### src/inc/ubx_map.vh
`ifndef UBX_MAP_VH
`define UBX_MAP_VH

// Data path width of each port
`define UBX_WIDTH 36
// Synchroniser depth for pin inputs
`define UBX_SYNC_DEPTH 3
// Reset value of the storage elements
`define UBX_STORE_RESET 36'h000000000
// Reset value of the reset release pipe
`define UBX_RST_PIPE_RESET 2'h0
// Number of gathered control levels
`define UBX_CTL_WIDTH 6
// Reset value of the control synchroniser stages
`define UBX_CTL_STAGE_RESET 6'h00
// Reset value of the filtered controls: both outputs off
`define UBX_CTL_RESET 6'h08
// Reset value of the previous clock levels
`define UBX_EDGE_RESET 1'b0
// Reset value of the settle counter
`define UBX_SETTLE_RESET 3'h0
// Cycles after release before clock edges are believed
`define UBX_SETTLE_CYCLES 3'h5
// Field positions within the gathered controls
`define UBX_CTL_AB_OE 0
`define UBX_CTL_AB_LE 1
`define UBX_CTL_AB_CLK 2
`define UBX_CTL_BA_OEN 3
`define UBX_CTL_BA_LE 4
`define UBX_CTL_BA_CLK 5

`endif

### src/ubx_transceiver.v
`timescale 1ns/1ps
`include "ubx_map.vh"

// Notes on behaviour
// - 36 bits either way, latch or flop
// - Latch enable high: A passes to B
// - Latch enable low, clock steady: B holds
// - Clock rising with latch low captures A
// - B-to-A path works the same way
// - B driven only while A-to-B enable high
// - A driven while B-to-A enable low, and for three cycles just after reset release
module ubx_transceiver (
    // Clock and reset
    input wire clock,
    input wire rst_n,
    // A port pins
    input wire [`UBX_WIDTH-1:0] a_in,
    output wire [`UBX_WIDTH-1:0] a_out,
    output wire a_oe,
    // B port pins
    input wire [`UBX_WIDTH-1:0] b_in,
    output wire [`UBX_WIDTH-1:0] b_out,
    output wire b_oe,
    // A-to-B controls
    input wire a_to_b_output_enable,
    input wire a_to_b_latch_enable,
    input wire a_to_b_clock,
    // B-to-A controls
    input wire b_to_a_output_enable_n,
    input wire b_to_a_latch_enable,
    input wire b_to_a_clock
);

    // Reset release pipe, two flops deep
    reg [1:0] rst_pipe;
    // Synchronised reset, active low; every other process uses it
    wire sys_rst_n;

    // Release reset through two flops; assertion stays asynchronous
    always @(posedge clock or negedge rst_n) begin
        if (!rst_n) begin
            // Hold the pipe cleared while the pin is low
            rst_pipe <= `UBX_RST_PIPE_RESET;
        end else begin
            // Shift ones in so release lands two edges later
            rst_pipe <= {rst_pipe[0], 1'b1};
        end
    end

    // Only the second flop of the pipe drives the reset tree
    assign sys_rst_n = rst_pipe[1];

    // Control pins gathered at their field positions
    wire [`UBX_CTL_WIDTH-1:0] ctl_pins;

    // Order follows the position macros, highest bit first
    assign ctl_pins = {b_to_a_clock, b_to_a_latch_enable,
                       b_to_a_output_enable_n, a_to_b_clock,
                       a_to_b_latch_enable, a_to_b_output_enable};

    // A pin synchroniser, stage one (metastability catcher)
    reg [`UBX_WIDTH-1:0] a_s1;
    // A pin synchroniser, stage two
    reg [`UBX_WIDTH-1:0] a_s2;
    // A pin synchroniser, stage three
    reg [`UBX_WIDTH-1:0] a_s3;
    // B pin synchroniser, stage one
    reg [`UBX_WIDTH-1:0] b_s1;
    // B pin synchroniser, stage two
    reg [`UBX_WIDTH-1:0] b_s2;
    // B pin synchroniser, stage three
    reg [`UBX_WIDTH-1:0] b_s3;
    // Control synchroniser, stage one
    reg [`UBX_CTL_WIDTH-1:0] c_s1;
    // Control synchroniser, stage two
    reg [`UBX_CTL_WIDTH-1:0] c_s2;
    // Control synchroniser, stage three
    reg [`UBX_CTL_WIDTH-1:0] c_s3;

    // A pins pass a three-flop chain; the filter looks at stages two and three
    always @(posedge clock or negedge sys_rst_n) begin
        if (!sys_rst_n) begin
            a_s1 <= `UBX_STORE_RESET;
            a_s2 <= `UBX_STORE_RESET;
            a_s3 <= `UBX_STORE_RESET;
        end else begin
            a_s1 <= a_in;
            a_s2 <= a_s1;
            a_s3 <= a_s2;
        end
    end

    // B pins: the same three-flop chain
    always @(posedge clock or negedge sys_rst_n) begin
        if (!sys_rst_n) begin
            b_s1 <= `UBX_STORE_RESET;
            b_s2 <= `UBX_STORE_RESET;
            b_s3 <= `UBX_STORE_RESET;
        end else begin
            b_s1 <= b_in;
            b_s2 <= b_s1;
            b_s3 <= b_s2;
        end
    end

    // Control pins: the same chain, all six levels together
    always @(posedge clock or negedge sys_rst_n) begin
        if (!sys_rst_n) begin
            c_s1 <= `UBX_CTL_STAGE_RESET;
            c_s2 <= `UBX_CTL_STAGE_RESET;
            c_s3 <= `UBX_CTL_STAGE_RESET;
        end else begin
            c_s1 <= ctl_pins;
            c_s2 <= c_s1;
            c_s3 <= c_s2;
        end
    end

    // Accept a data bit change only once stages two and three agree;
    // while they differ the bit keeps its previous filtered level
    function [`UBX_WIDTH-1:0] agree;
        input [`UBX_WIDTH-1:0] s2;
        input [`UBX_WIDTH-1:0] s3;
        input [`UBX_WIDTH-1:0] held;
        begin
            agree = (s2 & s3) | (held & (s2 | s3));
        end
    endfunction

    // Same vote for the six control levels
    function [`UBX_CTL_WIDTH-1:0] agree_ctl;
        input [`UBX_CTL_WIDTH-1:0] s2;
        input [`UBX_CTL_WIDTH-1:0] s3;
        input [`UBX_CTL_WIDTH-1:0] held;
        begin
            agree_ctl = (s2 & s3) | (held & (s2 | s3));
        end
    endfunction

    // Rising edge of a filtered clock level, ignored until settled
    function rising;
        input cur;
        input prev;
        input live;
        begin
            rising = live & cur & ~prev;
        end
    endfunction

    // Filtered control levels
    reg [`UBX_CTL_WIDTH-1:0] ctl;
    // Filtered A pin levels
    reg [`UBX_WIDTH-1:0] a_val;
    // Filtered B pin levels
    reg [`UBX_WIDTH-1:0] b_val;

    // Filtered levels; controls start with both outputs off
    always @(posedge clock or negedge sys_rst_n) begin
        if (!sys_rst_n) begin
            // Output enables read as off in reset; the cleared stages then turn a_oe on until the pins are seen
            ctl <= `UBX_CTL_RESET;
            a_val <= `UBX_STORE_RESET;
            b_val <= `UBX_STORE_RESET;
        end else begin
            ctl <= agree_ctl(c_s2, c_s3, ctl);
            a_val <= agree(a_s2, a_s3, a_val);
            b_val <= agree(b_s2, b_s3, b_val);
        end
    end

    // Cycles since release; edges count only once the filter is full
    reg [2:0] settle;
    // High once the filtered clock levels are trustworthy
    wire edges_live;

    // Count up to the settle figure and stop there
    always @(posedge clock or negedge sys_rst_n) begin
        if (!sys_rst_n) begin
            settle <= `UBX_SETTLE_RESET;
        end else if (!edges_live) begin
            // Still filling the synchroniser chains
            settle <= settle + 3'h1;
        end else begin
            // Saturated: keep the count
            settle <= settle;
        end
    end

    // Avoids a false capture when a clock pin idles high at reset
    assign edges_live = (settle == `UBX_SETTLE_CYCLES);

    // Previous A-to-B clock level
    reg ab_clk_d;
    // Previous B-to-A clock level
    reg ba_clk_d;
    // A-to-B storage, one latch/flop per bit
    reg [`UBX_WIDTH-1:0] ab_store;
    // B-to-A storage, one latch/flop per bit
    reg [`UBX_WIDTH-1:0] ba_store;
    // Rising edge of the A-to-B clock
    wire ab_rise;
    // Rising edge of the B-to-A clock
    wire ba_rise;

    assign ab_rise = rising(ctl[`UBX_CTL_AB_CLK], ab_clk_d, edges_live);
    assign ba_rise = rising(ctl[`UBX_CTL_BA_CLK], ba_clk_d, edges_live);

    // Remember the clock levels for edge detection
    always @(posedge clock or negedge sys_rst_n) begin
        if (!sys_rst_n) begin
            ab_clk_d <= `UBX_EDGE_RESET;
            ba_clk_d <= `UBX_EDGE_RESET;
        end else begin
            ab_clk_d <= ctl[`UBX_CTL_AB_CLK];
            ba_clk_d <= ctl[`UBX_CTL_BA_CLK];
        end
    end

    // A-to-B storage; runs whatever the output enable says
    always @(posedge clock or negedge sys_rst_n) begin
        if (!sys_rst_n) begin
            ab_store <= `UBX_STORE_RESET;
        end else if (ctl[`UBX_CTL_AB_LE]) begin
            // Transparent: follow the A pins
            ab_store <= a_val;
        end else if (ab_rise) begin
            // Latch closed, clock rose: capture the A pins
            ab_store <= a_val;
        end else begin
            // Latch closed, clock steady: hold
            ab_store <= ab_store;
        end
    end

    // B-to-A storage on its own controls only
    always @(posedge clock or negedge sys_rst_n) begin
        if (!sys_rst_n) begin
            ba_store <= `UBX_STORE_RESET;
        end else if (ctl[`UBX_CTL_BA_LE]) begin
            // Transparent: follow the B pins
            ba_store <= b_val;
        end else if (ba_rise) begin
            // Latch closed, clock rose: capture the B pins
            ba_store <= b_val;
        end else begin
            // Latch closed, clock steady: hold
            ba_store <= ba_store;
        end
    end

    // Driven values come straight from the storage flops
    assign b_out = ab_store;
    assign a_out = ba_store;

    // B pins driven while the A-to-B enable is high
    assign b_oe = ctl[`UBX_CTL_AB_OE];
    // A pins driven while the active-low B-to-A enable is low
    assign a_oe = ~ctl[`UBX_CTL_BA_OEN];

endmodule

### config.mk
export PLATFORM = sky130hd
export DESIGN_NAME = ubx_transceiver
export DESIGN_NICKNAME = d
export VERILOG_FILES = /design/src/ubx_transceiver.v
export VERILOG_INCLUDE_DIRS = /design/src /design/src/inc
export SDC_FILE = /design/constraint.sdc
export NUM_CORES = 1
export LEC_CHECK = 0
export ABC_AREA = 0
export BUFFER_PORTS_ARGS = -buffer_cell sky130_fd_sc_hd__buf_2
export CAP_MARGIN = 25
export CORE_UTILIZATION = 39
export DETAILED_ROUTE_END_ITERATION = 8
export PLACE_DENSITY = 0.61
export SKIP_LAST_GASP = 1
export SLEW_MARGIN = 40
export SYNTH_ARGS = -nofsm -noshare
export SYNTH_HDL_FRONTEND = slang
export SYNTH_SLANG_ARGS = --single-unit
### constraint.sdc
create_clock -name clock -period 37.5 [get_ports clock]
set_clock_uncertainty 0.1 [all_clocks]
set_input_delay 7.5 -clock clock [delete_from_list [all_inputs] [get_ports clock]]
set_output_delay 7.5 -clock clock [all_outputs]
set_load 0.005 [all_outputs]
==> results.cfg <==
[outcome]
status = complete, no violations

[logic_synthesis]
syn_area_per_cell_um2 = 20.9
synth_seq_cells = 391
yosysSeqAreaShare_pct = 82.9
synth_area_leader_cell = dfrtp_1
ys_warn_count = 0
ys_types = 14
synth_top_cell_area_share_pct = 82.7
syn-num-nets = 646
synthCells = 564
synthTopCellsByArea = dfrtp_1 83%, mux2_4 7.6%, maj3_1 6.6%
netlist_area_um2 = 11800

[worst_setup_path]
required_ns = 29.90
worstSetupPathType = register to primary output
worstPathArrival_ns = 1.19
cp_max_fo = 2
r2r_end = b_out[3]
max_stage_delay_ns = 0.53
cp-start-kind = register
r2r_start = settle[0]
end_kind = primary output
cp_slowest_cell = dfstp_2
critPathTopFamily = flip-flops
ff2ff_setup_slack_ns = 35.28
rr_worst_depth = 4
cp_num_buf_inv = 2
crit_path_cell_trace = inv_1, buf_2

[detailed_routing]
drc = 0
routed_wl_um = 17000
avgViaCountPerCell = 4.28
first_iter_violations = 244
antenna_left = 0
avgRoutedWirePerCell_um = 14.4
dr.pass1.iters = 2
vias = 5052

[place]
dp_hpwl_um = 10300
io_buffers = 153
place.gp.congestion = 0.670

[grt]
grt_overflow = 0
grt_pass1_wl_um = 28300
antenna_found_initial = 2
grt_use_total_pct = 11.5
first_global_vias = 5392
grt_max_degree = 110

[timing]
slew_viol_final = 0
hold_viol = 0
setup_violations = 0
rsz0062_at_grt = no
min_period_ns = 8.79
max-slew-margin-rel_pct = 52.0
fmax_mhz = 114
tightest_slew_ns = 0.720
fin_crit_sh_pct = 23.5
tns_ns = 0

[clock_tree]
clk_latency_ns = 0.52
cts_buffers = 40
htree_levels = 2
clkSinkCount = 391
path_clk_slew_ns = 0.06
cts_setup_buffers = 0
cts.path.max_buffers = 3
cts_root_buf = clkbuf_16
cts_tree = yes
hold_buffers = 0
cts.repair.resized = 0

[floorplanning]
dieWidth_um = 176
die_h_um = 176
core_um2 = 29700
io_pins = 154
die-area_um2 = 31000
start_util_pct = 39.7
row_count = 63

[power_and_ir_drop]
powerDensity_nw_per_um2 = 65.8
peakVddDrop_uv = 38.5
power_w = 0.000952
p_leak_nw = 6.63

[layout]
n_fill_cell = 2468
nets = 842
syn2layout_area_growth_pct = 22.6
postLayoutCoreUtil_pct = 48.7
drive_gt1_share_pct = 38.4

[flow_run]
drv_cap = 0

[hold_path]
min_path_type = register to asynchronous set/reset pin
-- cell usage in the layout (no fill, tap or decap), drive strengths merged, types with 2 or more instances in the layout --
cell / netlist / layout
maj3: 78 / 78
clkinv: 0 / 6
mux2: 72 / 72
buf: 6 / 160
clkbuf: 0 / 54
a41oi: 2 / 2
nor2: 4 / 4
inv: 4 / 7
diode: 0 / 2
clkinvlp: 0 / 2
nand2: 2 / 2
dfrtp: 390 / 390
ha: 2 / 2
bufinv: 0 / 4
-- final cells by class --
cell class	instances	area (um2)	share of cell area [%]
sequential	391	9790	67.6
antenna	2	5.00	0.0346
timing repair buffer	160	866	5.98
multi-input combinational	163	1940	13.4
clock inverter	15	209	1.44
inverter	4	15.0	0.104
clock buffer	54	1160	8.04
tap	390	488	3.37
-- per-stage QoR --
stage	hold slack, ns	instances	setup slack [ns]	instance area (um2)
global placement	0.231	1106	29.24	13000
global route	0.248	1178	28.65	14500
CTS	0.245	1177	28.68	14500
detailed placement	0.235	1108	29.25	13100
floorplan	0.231	564	25.70	11800
finish	0.219	1179	28.71	14500
-- flip-flops by register name, summed over array words and instances, names as in the netlist --
signal / cells
ctl: 6
a_out: 36
c_s3: 6
b_s1: 36
a_s2: 36
ab_clk_d: 1
rst_pipe: 2
c_s1: 6
b_val: 36
b_s3: 36
b_out: 36
a_s1: 36
b_s2: 36
c_s2: 6
settle: 3
ba_clk_d: 1
a_val: 36
a_s3: 36
-- Yosys cell counts, drive strengths merged --
master / instances
a21oi: 1
a41oi: 2
buf: 6
conb: 1
dfrtp: 390
dfstp: 1
ha: 2
inv: 4
maj3: 78
mux2: 72
nand2: 2
nor2: 4
xor2: 1
-- metal layers --
metal	share of wire (%)	vias up	global-route usage (%)
met5	0	-	0
li1	-	2313	-
met2	45	128	17.0
met1	47	2580	16.0
met3	5.8	31	3.53
met4	2.3	0	4.49
-- worst max-delay path by stage --
stage / from / endpoint / slack, ns / cells past startpoint
after floorplan: rst_pipe[1] / a_out[0] / 25.70 / 0
after global placement: ctl[3] / a_oe / 29.24 / 2
after detailed placement: ctl[3] / a_oe / 29.25 / 2
after CTS: ctl[3] / a_oe / 28.68 / 2
after global routing: ctl[3] / a_oe / 28.65 / 2
final: ctl[3] / a_oe / 28.71 / 2
-- logic make-up after synthesis --
| kind of cell | Yosys count | share of synthesized area [%] |
|---|---|---|
| and+or+nand+nor | 6 | 0.191 |
| DFF | 391 | 82.9 |
| AOI/OAI and AO/OA | 3 | 0.509 |
| muxes | 72 | 8.78 |
| other | 1 | 0.0318 |
| adders and majority gates | 80 | 6.83 |
| buffers and inverters | 10 | 0.699 |
| xor gates and xnor gates | 1 | 0.0742 |
-- worst reg2reg max path, cell delays in order, from the launching register on --
cell,delay [ns]
dfrtp_1,0.41
ha_1,0.31
a41oi_4,0.40
buf_4,0.49
mux2_2,0.40
-- power breakdown --
| part | internal [W] | switching [W] | leakage, nW |
|---|---|---|---|
| combinational | 0.0000423 | 0.0000282 | 1.39 |
| sequential | 0.000459 | 0.0000197 | 4.56 |
| clock | 0.000246 | 0.000157 | 0.674 |
No activity file was read; power rests on OpenSTA's default activity.
